<file path="config.mk">
export PLATFORM = sky130hd
export DESIGN_NAME = can_trx_mode_ctrl
export DESIGN_NICKNAME = d
export VERILOG_FILES = /design/src/can_trx_pkg.sv /design/src/can_wake_detect.sv /design/src/can_trx_mode_ctrl.sv
export SDC_FILE = /design/constraint.sdc
export NUM_CORES = 1
export LEC_CHECK = 0
export BUFFER_PORTS_ARGS = -buffer_cell sky130_fd_sc_hd__buf_2
export CAP_MARGIN = 30
export CORE_AREA = 2 2 123 77
export CTS_CLUSTER_DIAMETER = 80
export DETAILED_ROUTE_END_ITERATION = 8
export DIE_AREA = 0 0 125 79
export MAX_ROUTING_LAYER = met4
export PLACE_DENSITY = 0.85
export REMOVE_ABC_BUFFERS = 1
export SYNTH_ARGS = -nofsm -noshare
export SYNTH_HDL_FRONTEND = slang
export SYNTH_SLANG_ARGS = --single-unit
</file>
<file path="constraint.sdc">
create_clock -name i_clk -period 3.85 [get_ports i_clk]
set_input_delay 0.385 -clock i_clk [delete_from_list [all_inputs] [get_ports i_clk]]
set_output_delay 0.385 -clock i_clk [all_outputs]
set_load 0.02 [all_outputs]
</file>
<file path="src/can_trx_pkg.sv">
// Purpose: shared constants and types of the CAN transceiver mode controller
// Assumes: 10 MHz system clock, APB register access, byte address = 4 * index
// Notes:   the printed register offsets are indexes, not byte addresses
package can_trx_pkg;

  // ------------------------------------------------------------
  // clock and timing
  // ------------------------------------------------------------
  localparam int CLK_PERIOD_NS   = 100;
  localparam int SILENCE_TIME_US = 1000;  // bus silence time-out
  localparam int WAKE_DOM_US     = 5;     // least dominant phase of wake pattern
  localparam int WAKE_REC_US     = 5;     // least recessive phase of wake pattern
  localparam int WAKE_TO_US      = 1000;  // longest time for the whole pattern
  // least times round up, longest times round down
  localparam int SILENCE_CYC  = (SILENCE_TIME_US * 1000 + CLK_PERIOD_NS - 1) / CLK_PERIOD_NS;
  localparam int WAKE_DOM_CYC = (WAKE_DOM_US * 1000 + CLK_PERIOD_NS - 1) / CLK_PERIOD_NS;
  localparam int WAKE_REC_CYC = (WAKE_REC_US * 1000 + CLK_PERIOD_NS - 1) / CLK_PERIOD_NS;
  localparam int WAKE_TO_CYC  = (WAKE_TO_US * 1000) / CLK_PERIOD_NS;

  // ------------------------------------------------------------
  // register indexes (byte address is four times the index)
  // ------------------------------------------------------------
  localparam logic [9:0] CTRL_IDX     = 10'h020;  // mode and selective wake control
  localparam logic [9:0] TSTAT_IDX    = 10'h022;  // transceiver status
  localparam logic [9:0] WAKECFG_IDX  = 10'h04c;  // bus wake enable
  localparam logic [9:0] EVT_STAT_IDX = 10'h063;  // sticky events, read only
  localparam logic [9:0] EVT_EN_IDX   = 10'h064;  // event enables
  localparam logic [9:0] EVT_CLR_IDX  = 10'h065;  // write one to clear, write only

  // ------------------------------------------------------------
  // field positions and reset values
  // ------------------------------------------------------------
  localparam int CTRL_SEL_LSB   = 0;
  localparam int CTRL_SWE_BIT   = 4;
  localparam int CTRL_SCV_BIT   = 5;
  localparam int CTRL_FD_BIT    = 6;
  localparam int TSTAT_ACT_BIT  = 7;
  localparam int TSTAT_SIL_BIT  = 3;
  localparam int TSTAT_UV_BIT   = 1;
  localparam int WAKECFG_BIT    = 0;
  localparam int EVT_WAKE_BIT   = 0;
  localparam int EVT_TXDLOW_BIT = 1;
  localparam int EVT_W          = 2;
  localparam logic [7:0] CTRL_RST    = 8'h00;
  localparam logic [0:0] WAKECFG_RST = 1'h1;
  localparam logic [1:0] EVT_EN_RST  = 2'h0;

  // ------------------------------------------------------------
  // mode selection encodings and chip operating modes
  // ------------------------------------------------------------
  localparam logic [1:0] SEL_OFFLINE   = 2'h0;
  localparam logic [1:0] SEL_ACTIVE_UV = 2'h1;
  localparam logic [1:0] SEL_ACTIVE    = 2'h2;
  localparam logic [1:0] SEL_LISTEN    = 2'h3;
  localparam logic [1:0] CHIP_NORMAL   = 2'h0;
  localparam logic [1:0] CHIP_STANDBY  = 2'h1;
  localparam logic [1:0] CHIP_SLEEP    = 2'h2;

  typedef enum logic [3:0] {
    ST_ACTIVE  = 4'h1,
    ST_LISTEN  = 4'h2,
    ST_OFFLINE = 4'h4,
    ST_OFFBIAS = 4'h8
  } trx_state_t;

  // drive and bias commands toward the analog bus stage
  typedef struct packed {
    logic tx_dominant;  // drive dominant when drive_en
    logic drive_en;     // transmitter enabled
    logic bias_mid;     // both lines at mid level
    logic bias_gnd;     // both lines at ground
  } bus_drive_t;

endpackage

</file>
<file path="src/can_wake_detect.sv">
// Purpose: standard dominant-recessive-dominant bus wake pattern detector
// Assumes: i_dominant already synchronised and filtered
// Notes:   extra pulses between phases are tolerated inside the window
`timescale 1ns/1ns
module can_wake_detect #(
  parameter int DOM_CYC = 50,
  parameter int REC_CYC = 50,
  parameter int TO_CYC  = 10000
) (
  input  wire logic i_clk,
  input  wire logic i_sys_rst,
  input  wire logic i_enable,
  input  wire logic i_dominant,
  output logic      o_wake
);

  localparam int CW = $clog2(TO_CYC + 1);

  typedef enum logic [3:0] {
    W_IDLE = 4'h1,
    W_DOM1 = 4'h2,
    W_REC  = 4'h4,
    W_DOM2 = 4'h8
  } wake_state_t;

  wake_state_t   wstate;
  logic [CW-1:0] phase;
  logic [CW-1:0] window;

  initial begin
    if (DOM_CYC < 1 || REC_CYC < 1 || TO_CYC <= DOM_CYC + REC_CYC + DOM_CYC)
      $error("wake detector timing parameters out of range");
  end

  // ------------------------------------------------------------
  // pattern sequencer
  // ------------------------------------------------------------
  always_ff @(posedge i_clk) begin
    o_wake <= 1'b0;
    if (i_sys_rst || !i_enable || window >= CW'(TO_CYC)) begin
      wstate <= W_IDLE;
      phase  <= '0;
      window <= '0;
    end else begin
      if (wstate != W_IDLE)
        window <= window + 1'b1;
      case (wstate)
        W_IDLE: begin
          if (i_dominant) begin
            wstate <= W_DOM1;
            phase  <= CW'(1);
            window <= CW'(1);
          end
        end
        W_DOM1: begin
          if (i_dominant)
            phase <= phase + 1'b1;
          else if (phase >= CW'(DOM_CYC)) begin
            wstate <= W_REC;
            phase  <= CW'(1);
          end else
            wstate <= W_IDLE;
        end
        W_REC: begin
          if (!i_dominant)
            phase <= phase + 1'b1;
          else if (phase >= CW'(REC_CYC)) begin
            wstate <= W_DOM2;
            phase  <= CW'(1);
          end else
            phase <= CW'(1);  // short glitch, keep waiting for recessive
        end
        W_DOM2: begin
          if (!i_dominant) begin
            wstate <= W_REC;
            phase  <= CW'(1);
          end else if (phase + 1'b1 >= CW'(DOM_CYC)) begin
            o_wake <= 1'b1;
            wstate <= W_IDLE;
            phase  <= '0;
            window <= '0;
          end else
            phase <= phase + 1'b1;
        end
        default: wstate <= W_IDLE;
      endcase
    end
  end

endmodule

</file>
<file path="src/can_trx_mode_ctrl.sv">
// Purpose: transceiver mode controller with APB registers and wake/silence tracking
// Assumes: one 10 MHz clock; transmit and bus receive inputs are asynchronous pins
// Notes:   APB answers with one access cycle, no wait states
//
// How it works
// in Normal, mode field picks Active, Listen-only or Offline
// in Standby or Sleep, force Offline or Offline Bias by bus activity
// mode field 01 or 10 in Normal selects Active
// with 01, supply undervoltage drops Active to Offline family
// with 10, supply undervoltage ignored while main supply is above reset
// transmit input low on Active request gives Listen-only until it rises
// Active drives bus from transmit input, receive pin shows bus
// Listen-only never drives the bus, receiver and bias stay on
// Active and Listen-only bias both lines at mid level
// Offline biases lines to ground, wake watched only if enabled
// Offline moves to Offline Bias on any bus activity
// Offline Bias returns to Offline after silence time-out
// standard wake pattern watched when selective wake off or invalid
// readable status bit tells whether transceiver is ready
// mode 00 decodes Offline, 11 decodes Listen-only
// status bit 7 reads one only in Active
// wake pattern sets wake flag and pulls receive pin low
// every bus edge restarts the silence timer
//
// The APB interface to the registers and the placing of the registers were decided locally.
`timescale 1ns/1ns
module can_trx_mode_ctrl
  import can_trx_pkg::*;
#(
  parameter int SILENCE_CYCLES = can_trx_pkg::SILENCE_CYC,
  parameter int WAKE_TO_CYCLES = can_trx_pkg::WAKE_TO_CYC
) (
  input  wire logic              i_clk,
  input  wire logic              i_sys_rst,
  input  wire logic              psel,
  input  wire logic              penable,
  input  wire logic              pwrite,
  input  wire logic [11:0]       paddr,
  input  wire logic [31:0]       pwdata,
  output logic [31:0]            prdata,
  output logic                   pready,
  output logic                   pslverr,
  input  wire logic [1:0]        i_chip_mode,
  input  wire logic              i_transceiver_supply_low,
  input  wire logic              i_main_supply_ok,
  input  wire logic              i_txd,
  input  wire logic              i_bus_rx,
  output logic                   o_rxd,
  output can_trx_pkg::bus_drive_t o_bus_drive,
  output logic                   o_irq
);
  import can_trx_pkg::*;

  localparam int SCW = $clog2(SILENCE_CYCLES + 1);

  initial begin
    if (SILENCE_CYCLES < 1 || WAKE_TO_CYCLES < 1)
      $error("time-out counts must be at least one cycle");
  end

  trx_state_t         state;
  trx_state_t         next_state;
  logic [7:0]         ctrl;
  logic               bus_wake_enable;
  logic [EVT_W-1:0]   evt_stat;
  logic [EVT_W-1:0]   evt_en;
  logic [1:0]         pin_s0;
  logic [1:0]         pin_s1;
  logic [1:0]         pin_s2;
  logic               txd_f;
  logic               rx_f;
  logic               rx_prev;
  logic               rx_edge;
  logic [SCW-1:0]     silence_cnt;
  logic               silent;
  logic               wake;
  logic               wake_watch;
  logic               chip_normal;
  logic [1:0]         transceiver_mode_sel;
  logic               selective_wake_enable;
  logic               selective_config_valid;
  trx_state_t         offline_pick;
  trx_state_t         active_pick;
  logic               setup;
  logic               access;
  logic [9:0]         idx;
  logic               mapped;
  logic               next_txdlow;

  assign transceiver_mode_sel   = ctrl[CTRL_SEL_LSB +: 2];
  assign selective_wake_enable  = ctrl[CTRL_SWE_BIT];
  assign selective_config_valid = ctrl[CTRL_SCV_BIT];
  assign chip_normal            = (i_chip_mode == CHIP_NORMAL);

  // ------------------------------------------------------------
  // pin synchronisers: three flops, a change counts when two agree
  // ------------------------------------------------------------
  always_ff @(posedge i_clk) begin
    if (i_sys_rst) begin
      pin_s0 <= 2'h3;
      pin_s1 <= 2'h3;
      pin_s2 <= 2'h3;
      txd_f  <= 1'b1;
      rx_f   <= 1'b1;
    end else begin
      pin_s0 <= {i_bus_rx, i_txd};
      pin_s1 <= pin_s0;
      pin_s2 <= pin_s1;
      if (pin_s1[0] == pin_s2[0])
        txd_f <= pin_s2[0];
      if (pin_s1[1] == pin_s2[1])
        rx_f <= pin_s2[1];
    end
  end

  // ------------------------------------------------------------
  // bus activity and silence timer
  // ------------------------------------------------------------
  assign rx_edge = (rx_f != rx_prev);

  always_ff @(posedge i_clk) begin
    if (i_sys_rst) begin
      rx_prev     <= 1'b1;
      silence_cnt <= '0;
      silent      <= 1'b1;
    end else begin
      rx_prev <= rx_f;
      if (rx_edge) begin
        silence_cnt <= '0;
        silent      <= 1'b0;
      end else if (silence_cnt >= SCW'(SILENCE_CYCLES))
        silent <= 1'b1;
      else
        silence_cnt <= silence_cnt + 1'b1;
    end
  end

  // ------------------------------------------------------------
  // mode selection
  // ------------------------------------------------------------
  always_comb begin
    // offline family: follow bus activity
    offline_pick = state;
    if (state == ST_OFFLINE && rx_edge)
      offline_pick = ST_OFFBIAS;
    else if (state == ST_OFFBIAS && silent)
      offline_pick = ST_OFFLINE;
    else if (state == ST_ACTIVE || state == ST_LISTEN)
      offline_pick = silent ? ST_OFFLINE : ST_OFFBIAS;
    // stuck-low transmit input keeps the transmitter off
    if (state == ST_ACTIVE || txd_f)
      active_pick = ST_ACTIVE;
    else
      active_pick = ST_LISTEN;
    next_state = offline_pick;
    if (chip_normal) begin
      case (transceiver_mode_sel)
        SEL_OFFLINE:   next_state = offline_pick;
        SEL_LISTEN:    next_state = ST_LISTEN;
        SEL_ACTIVE_UV: next_state = i_transceiver_supply_low ? offline_pick : active_pick;
        SEL_ACTIVE:    next_state = i_main_supply_ok ? active_pick : offline_pick;
        default:       next_state = offline_pick;
      endcase
    end
  end

  assign next_txdlow = (next_state == ST_LISTEN) && !txd_f && chip_normal
                       && transceiver_mode_sel != SEL_LISTEN;

  // state and bus stage commands, registered together
  always_ff @(posedge i_clk) begin
    if (i_sys_rst) begin
      state       <= ST_OFFLINE;
      o_bus_drive <= '{tx_dominant: 1'b0, drive_en: 1'b0, bias_mid: 1'b0, bias_gnd: 1'b1};
    end else begin
      state                   <= next_state;
      o_bus_drive.drive_en    <= (next_state == ST_ACTIVE);
      o_bus_drive.tx_dominant <= (next_state == ST_ACTIVE) && !txd_f;
      o_bus_drive.bias_mid    <= (next_state != ST_OFFLINE);
      o_bus_drive.bias_gnd    <= (next_state == ST_OFFLINE);
    end
  end

  // ------------------------------------------------------------
  // standard wake detection
  // ------------------------------------------------------------
  // offline bias differs from offline only in biasing, so the pattern is watched in both
  assign wake_watch = (state == ST_OFFLINE || state == ST_OFFBIAS) && bus_wake_enable
                      && !(selective_wake_enable && selective_config_valid);

  can_wake_detect #(
    .DOM_CYC (WAKE_DOM_CYC),
    .REC_CYC (WAKE_REC_CYC),
    .TO_CYC  (WAKE_TO_CYCLES)
  ) u_wake (
    .i_clk      (i_clk),
    .i_sys_rst  (i_sys_rst),
    .i_enable   (wake_watch),
    .i_dominant (!rx_f),
    .o_wake     (wake)
  );

  // receive pin: bus level when receiving, low after a wake
  always_ff @(posedge i_clk) begin
    if (i_sys_rst)
      o_rxd <= 1'b1;
    else if (next_state == ST_ACTIVE || next_state == ST_LISTEN)
      o_rxd <= rx_f;
    else
      o_rxd <= !(wake || evt_stat[EVT_WAKE_BIT]);
  end

  // ------------------------------------------------------------
  // APB slave
  // ------------------------------------------------------------
  assign setup  = psel && !penable;
  assign access = psel && penable && pready;
  assign idx    = paddr[11:2];
  assign mapped = (paddr[1:0] == 2'h0) && (idx == CTRL_IDX || idx == TSTAT_IDX
                  || idx == WAKECFG_IDX || idx == EVT_STAT_IDX
                  || idx == EVT_EN_IDX || idx == EVT_CLR_IDX);

  // answer is prepared in the setup cycle and shown in the access cycle
  always_ff @(posedge i_clk) begin
    if (i_sys_rst) begin
      pready  <= 1'b0;
      pslverr <= 1'b0;
      prdata  <= 32'h0;
    end else begin
      pready  <= setup;
      pslverr <= setup && (!mapped || (pwrite && (idx == TSTAT_IDX || idx == EVT_STAT_IDX)));
      prdata  <= 32'h0;
      if (setup && !pwrite) begin
        case (idx)
          CTRL_IDX:     prdata[7:0] <= {1'b0, ctrl[6:4], 2'h0, ctrl[1:0]};
          TSTAT_IDX: begin
            prdata[TSTAT_ACT_BIT] <= (state == ST_ACTIVE);
            prdata[TSTAT_SIL_BIT] <= silent;
            prdata[TSTAT_UV_BIT]  <= i_transceiver_supply_low
                                     && transceiver_mode_sel == SEL_ACTIVE_UV;
          end
          WAKECFG_IDX:  prdata[WAKECFG_BIT] <= bus_wake_enable;
          EVT_STAT_IDX: prdata[EVT_W-1:0] <= evt_stat;
          EVT_EN_IDX:   prdata[EVT_W-1:0] <= evt_en;
          default:      prdata <= 32'h0;
        endcase
      end
    end
  end

  // writable control registers
  always_ff @(posedge i_clk) begin
    if (i_sys_rst) begin
      ctrl            <= CTRL_RST;
      bus_wake_enable <= WAKECFG_RST;
      evt_en          <= EVT_EN_RST;
    end else if (access && pwrite && !pslverr) begin
      if (idx == CTRL_IDX)
        ctrl <= pwdata[7:0] & 8'h73;
      if (idx == WAKECFG_IDX)
        bus_wake_enable <= pwdata[WAKECFG_BIT];
      if (idx == EVT_EN_IDX)
        evt_en <= pwdata[EVT_W-1:0];
    end
  end

  // ------------------------------------------------------------
  // sticky events and interrupt; a set wins over a clear
  // ------------------------------------------------------------
  always_ff @(posedge i_clk) begin
    if (i_sys_rst) begin
      evt_stat <= '0;
      o_irq    <= 1'b0;
    end else begin
      if (access && pwrite && !pslverr && idx == EVT_CLR_IDX)
        evt_stat <= (evt_stat & ~pwdata[EVT_W-1:0])
                    | {next_txdlow, wake};
      else
        evt_stat <= evt_stat | {next_txdlow, wake};
      o_irq <= |(evt_stat & evt_en);
    end
  end

  // ------------------------------------------------------------
  // assertions
  // ------------------------------------------------------------
  AST_NORMAL_LISTEN: assert property (@(posedge i_clk) disable iff (i_sys_rst)
    chip_normal && transceiver_mode_sel == SEL_LISTEN |=> state == ST_LISTEN)
    else $error("listen-only selection not followed");
  AST_FORCED_OFF: assert property (@(posedge i_clk) disable iff (i_sys_rst)
    !chip_normal |=> state == ST_OFFLINE || state == ST_OFFBIAS)
    else $error("standby or sleep left transceiver on");
  AST_UV_DROP: assert property (@(posedge i_clk) disable iff (i_sys_rst)
    chip_normal && transceiver_mode_sel == SEL_ACTIVE_UV && i_transceiver_supply_low
    |=> !o_bus_drive.drive_en && state != ST_ACTIVE)
    else $error("undervoltage did not stop transmitter");
  AST_UV_IGNORED: assert property (@(posedge i_clk) disable iff (i_sys_rst)
    chip_normal && transceiver_mode_sel == SEL_ACTIVE && i_main_supply_ok
    && state == ST_ACTIVE |=> state == ST_ACTIVE)
    else $error("active left while undervoltage ignored");
  AST_TXD_STUCK: assert property (@(posedge i_clk) disable iff (i_sys_rst)
    state != ST_ACTIVE && !txd_f |=> state != ST_ACTIVE)
    else $error("active entered with transmit input low");
  AST_TX_FOLLOWS: assert property (@(posedge i_clk) disable iff (i_sys_rst)
    state == ST_ACTIVE |-> o_bus_drive.drive_en && o_bus_drive.tx_dominant == !$past(txd_f))
    else $error("bus drive does not follow transmit input");
  AST_LISTEN_QUIET: assert property (@(posedge i_clk) disable iff (i_sys_rst)
    state == ST_LISTEN |-> !o_bus_drive.drive_en && o_bus_drive.bias_mid)
    else $error("listen-only drives the bus");
  AST_OFF_GND: assert property (@(posedge i_clk) disable iff (i_sys_rst)
    state == ST_OFFLINE |-> o_bus_drive.bias_gnd && !o_bus_drive.bias_mid)
    else $error("offline not biased to ground");
  AST_ACTIVITY_BIAS: assert property (@(posedge i_clk) disable iff (i_sys_rst)
    (!chip_normal || transceiver_mode_sel == SEL_OFFLINE)
    && state == ST_OFFLINE && rx_edge |=> state == ST_OFFBIAS)
    else $error("bus activity did not raise bias");
  AST_SILENCE_BACK: assert property (@(posedge i_clk) disable iff (i_sys_rst)
    (!chip_normal || transceiver_mode_sel == SEL_OFFLINE)
    && state == ST_OFFBIAS && silent |=> state == ST_OFFLINE)
    else $error("silence did not return to offline");
  AST_WAKE_FLAG: assert property (@(posedge i_clk) disable iff (i_sys_rst)
    wake |=> evt_stat[EVT_WAKE_BIT] && (!o_rxd || state == ST_ACTIVE || state == ST_LISTEN))
    else $error("wake not flagged");
  AST_EDGE_RESTART: assert property (@(posedge i_clk) disable iff (i_sys_rst)
    rx_edge |=> silence_cnt == '0 && !silent)
    else $error("bus edge did not restart silence timer");

endmodule

</file>
* Word-level counts from Yosys, hierarchy flattened
Index checks and enable logic that the tools add are counted.
Operators by class: add/subtract/negate cells 3, multipliers 0, divide/modulo/power cells 0, magnitude comparators 4, eq/ne operators 32, shifts and indexed selects 0, mux-type cells 36, bitwise logic cells 9, reduce and logical (&&, ||, !) cells 58
Operator list (number):
- two-way mux 14 bit | 10
- case mux 14 bit (4 select lines) | 1
- two-way mux 4 bit | 13
- adder 14 x 1 -> 14 bit, second input constant | 3
- equality test 10 x 7 -> 1 bit, second input constant | 4
- case mux 4 bit (4 select lines) | 2
- greater-or-equal comparator 14 bit, second input constant | 2
- greater-or-equal comparator 14 x 6 -> 1 bit, second input constant | 2
- case mux 14 bit (2 select lines) | 1
- equality test 10 x 6 -> 1 bit, second input constant | 2
- logical AND 1 bit | 20
- logical OR 1 bit | 14
- equality test 4 x 1 -> 1 bit, second input constant | 3
- equality test 4 x 2 -> 1 bit, second input constant | 3
- equality test 4 x 3 -> 1 bit, second input constant | 3
- OR reduction 3 bit | 3
- equality test 4 bit, second input constant | 2
- logical NOT 1 bit | 8
- != test 2 bit, second input constant | 4
- case mux 1 bit (4 select lines) | 2
- logical NOT 2 bit | 3
- != test 3 x 2 -> 1 bit, second input constant | 2
- AND reduction 2 bit | 3
- OR reduction 2 bit | 3
- other kinds (18) | 29
Storage, ports and cells: register bits after elaboration 111, latch bits 0, bits in writable memories 0, ROM bits 0, logic and storage cells 171, memories kept 0

* Depth between registers and ports, before layout
depth in word-level cells 14, depth in mapped cells 10

* Cells and area by module
Synthesis repeated with hierarchy kept, for this count alone.
Second synthesis, totals: cells, all modules 598, area, all modules 5034.8 um2
Modules (own cells, without submodules):
- can_trx_mode_ctrl | instances 1, cells an instance 310, area an instance 2755.1 um2, seq. area each 1061.0 um2
- can_wake_detect | instances 1, cells an instance 288, area an instance 2279.7 um2, seq. area each 660.6 um2

* Least setup slack after synthesis
OpenSTA, ideal clock, no wires.
path type register to register, from reg u_wake.phase[1], to reg u_wake.phase[9], setup time 88 ps, arrival 2664 ps, data required time 3762 ps, setup slack 1098 ps, cell stages (with the launch flop) 10, period minus slack after synthesis 2752 ps, cell sequence dfxtp_1 > ha_1 > nand4_1 > or3_1 > mux2i_1 > or4_4 > nor3_4 > buf_6 > nor3b_2 > a311oi_2
On the way: longest elaborated chain between the ends 5, elaborated cells between the ends (all ways) 10, those cells by class 1 x add/sub; 2 x order compare; 1 x eq/ne; 5 x mux; 1 x reduce/logical
Ends and longest elaborated chain:
- start, declared | line can_wake_detect.sv:27 | logic [CW-1:0] phase;
- start signal, assigned | line can_wake_detect.sv:57 | phase <= phase + 1'b1;
- start signal, assigned | line can_wake_detect.sv:66 | phase <= phase + 1'b1;
- start signal, assigned | line can_wake_detect.sv:83 | phase <= phase + 1'b1;
- adder 14 x 1 -> 14 bit
- greater-or-equal comparator 14 x 6 -> 1 bit | line can_wake_detect.sv:77 | end else if (phase + 1'b1 >= CW'(DOM_CYC)) begin
- two-way mux 14 bit | line can_wake_detect.sv:77
- two-way mux 14 bit | line can_wake_detect.sv:74 | if (!i_dominant) begin
- case mux 14 bit (4 select lines) | line can_wake_detect.sv:47 | case (wstate)
Parallel ways exist; a longest one is shown, timed or not. A chain may end at the register's enable or synchronous reset.

* Worst setup path after layout
Ends and elaborated chain as after synthesis.

==> metrics.cfg <==
[clock_tree]
cts_tree=yes
cts_hold_buffers=0
clkTransAtPathRegs_ps=70
clock-sinks=86
clockBufferDepth=2
cts_setup_buffers=0
htreeDepth=3
post_cts_resized=0
numCtsBuffers=9
clock-root-buffer=clkbuf_16
clk_latency_ps=340

[placed_design]
io_buffers=42
gp_congestion=0.978
place_area_um2=4890
place_hpwl_mm=7.65
place_inst=714

[cells_and_area]
instances_no_fill=729
fin_area_um2=5230
n_fill_cell=723
drive_gt1_frac=0.153
area_growth_pct=10.9
n_antenna_cell=0
fin_nets=671

[yosys]
synth.mux.area_fraction=0.0258
synthXorXnorAreaFrac=0.0465
synth_area_um2=4710
async_reset_ff_frac=0
ys_seq_elements=86
ys.flop_type=dfxtp_1
synth_seq_area_share=0.365
netlist_instances=581
synth_area_per_cell_um2=8.11
yosysUniqueCellTypes=66
synth_warnings=0
synth-simple-area-share=0.289
synth_fa_ha_area_frac=0.0186
synth_edf_count=0
synth-compound-area-share=0.171
synth_top_family_by_area=simple AND/OR/NAND/NOR gates

[global_route]
antenna_found_initial=0
grt_pass1_wl_mm=17.9
grt_usage=0.226
grt.overflow.total=0
grt_pass1_vias=3892
grt_max_degree=31

[drt]
wl_per_cell_um=14.9
dr.pass1.iters=5
via_per_inst=5.86
drt_iter0_drc=482
ant_nets=0
drt_drc_violations_left=0
dr_total_vias=4274
wl_mm=10.9

[floorplanning]
fp.dieW_um=125
rows=27
initial_core_util=0.532
fp.coreArea_um2=8850
die_y_um=79
die-area_um2=9880
ios=95

[setup_path]
cp_slowest_cell=or4_4
cp_max_fo=13
cp.required_ps=4100
worst-endpoint-arrival_ps=3610
critPathCaptureType=flop
crit_type=flop to flop
crit_path_start_kind=flop
max_stage_delay_ps=580
cp_cell_sequence=ha_1, nand4_1, or3_1, mux2i_1, or4_4, nor3_4, nor3b_2, a311oi_2

[sta]
whs_ps=238
setup_violations=0
max_freq_mhz=297
drv_slew=0
post-route-period-util=0.873
rsz0062_at_grt=false
tns_ps=0
min_period_ps=3360
slew_headroom=0.361
finalHoldViolCount=0
fin_worst_skew_ps=10.5
tightestPinTransition_ps=954

[power_and_ir_drop]
vdd_ir_drop_max_v=0.000306
powerDensity_nw_per_um2=378
p_leak_uw=0.00206
total_power_uw=1980

[hold_path]
hp-class=input port to flop

[run_status]
status=complete, no violations

[flow_run]
cap_viol_max_count=0

-- routing by layer --
metal,share of wire,vias to the layer above,global-route usage
li1,-,2083,-
met1,0.48,1974,0.303
met2,0.43,192,0.337
met3,0.071,25,0.0580
met4,0.020,0,0.0733
met5,0,-,-
-- Yosys cell counts, types with 5 or more instances --
master,number,area [um2]
and2_1,9,56.3
and3_1,9,56.3
nor4_1,9,56.3
o21bai_1,5,37.5
nand3_1,23,115
or3_1,6,37.5
xnor2_1,9,78.8
buf_4,26,195
o21ai_0,21,105
a211oi_1,6,45.0
ha_1,7,87.6
nor2b_1,7,43.8
o31ai_1,5,37.5
clkbuf_1,23,86.3
or2_2,13,81.3
inv_1,21,78.8
nor3_1,28,140
xor2_1,16,140
nor2_1,69,259
o22ai_1,6,37.5
nand2_1,43,161
nand3b_1,5,37.5
a21oi_1,23,115
dfxtp_1,86,1720
nand4_1,11,68.8
mux2i_1,11,110
nand2b_1,6,37.5
-- worst max-delay path: cells and delay by family (launching register included) --
kind / cells / cell delay (ps)
muxes: 1 / 170
DFF: 1 / 540
and+or+nand+nor: 5 / 1930
AOI/OAI and AO/OA: 1 / 290
adders and majority gates: 1 / 350
-- where the power goes --
group,total (uW),switching (uW),internal [uW]
Clock,984,354,630
Combinational,91.0,64.0,27.0
Sequential,903,5.84,897
-- final cells by class --
cell class,count,area (um2),share of cell area
Tap cell,116,145,0.0278
Sequential cell,86,1720,0.329
Inverter,21,78.8,0.0151
Clock inverter,6,111,0.0213
Multi-Input combinational cell,444,2700,0.516
Clock buffer,9,225,0.0431
Timing Repair Buffer,47,248,0.0474
-- through the flow --
stage          setup slack [ps]  utilization
2_1_floorplan              1020            -
6_report                    487        0.590
3_3_place_gp                679        0.552
3_5_place_dp                551        0.552
5_1_grt                     284        0.590
4_1_cts                     544        0.590
-- final timing paths --
check                               startpoint                           end  slack [ps]  cells past startpoint
hold reg to reg           pin_s0[0]$_SDFF_PP1_          pin_s1[0]$_SDFF_PP1_         410                      1
setup reg to reg  u_wake.phase[1]$_SDFFE_PP0P_  u_wake.phase[9]$_SDFFE_PP0P_         490                      8
hold / removal                           i_txd          pin_s0[0]$_SDFF_PP1_         240                      2
setup / recovery  u_wake.phase[1]$_SDFFE_PP0P_  u_wake.phase[9]$_SDFFE_PP0P_         490                      8
-- flip-flops by register name, indices dropped and copies added, names as in the netlist, 2 cells and up --
| name | count |
|---|---|
| o_bus_drive | 4 |
| u_wake.window | 14 |
| state | 4 |
| ctrl | 5 |
| u_wake.wstate | 4 |
| evt_en | 2 |
| prdata | 7 |
| evt_stat | 2 |
| pin_s0 | 2 |
| silence_cnt | 14 |
| u_wake.phase | 14 |
| pin_s1 | 2 |
| pin_s2 | 2 |
-- cells by family after synthesis --
logic type                 after synthesis
and+or+nand+nor                        259
AOI/OAI and AO/OA                      116
DFF                                     86
buffers and inverters                   75
xor gates and xnor gates                25
muxes                                   12
adders and majority gates                7
other                                    1
-- cell usage in the layout, fill, tap and decap left out, types with 4 or more instances in the layout --
| cell type | Yosys | routed |
|---|---|---|
| and2_1 | 9 | 9 |
| nand2b_1 | 6 | 6 |
| conb_1 | 1 | 25 |
| o21ai_0 | 21 | 21 |
| or2_2 | 13 | 13 |
| dfxtp_1 | 86 | 86 |
| o22ai_1 | 6 | 6 |
| mux2i_1 | 11 | 11 |
| buf_2 | 2 | 42 |
| nor4_1 | 9 | 9 |
| inv_1 | 21 | 21 |
| clkbuf_16 | 0 | 9 |
| o21bai_1 | 5 | 5 |
| a21oi_1 | 23 | 23 |
| buf_4 | 26 | 5 |
| a22oi_1 | 4 | 4 |
| nor2b_1 | 7 | 7 |
| ha_1 | 7 | 7 |
| a31o_2 | 4 | 4 |
| a21o_1 | 4 | 4 |
| a31oi_1 | 4 | 4 |
| nor2_1 | 69 | 69 |
| nand3_1 | 23 | 23 |
| xor2_1 | 16 | 16 |
| nor3_1 | 28 | 27 |
| xnor2_1 | 9 | 9 |
| nand2_1 | 43 | 43 |
| o31ai_1 | 5 | 5 |
| a211oi_1 | 6 | 6 |
| nand3b_1 | 5 | 5 |
| nand4_1 | 11 | 11 |
| and3_1 | 9 | 9 |
| or3_1 | 6 | 6 |
Note: power is estimated with default switching activity, not from simulation.
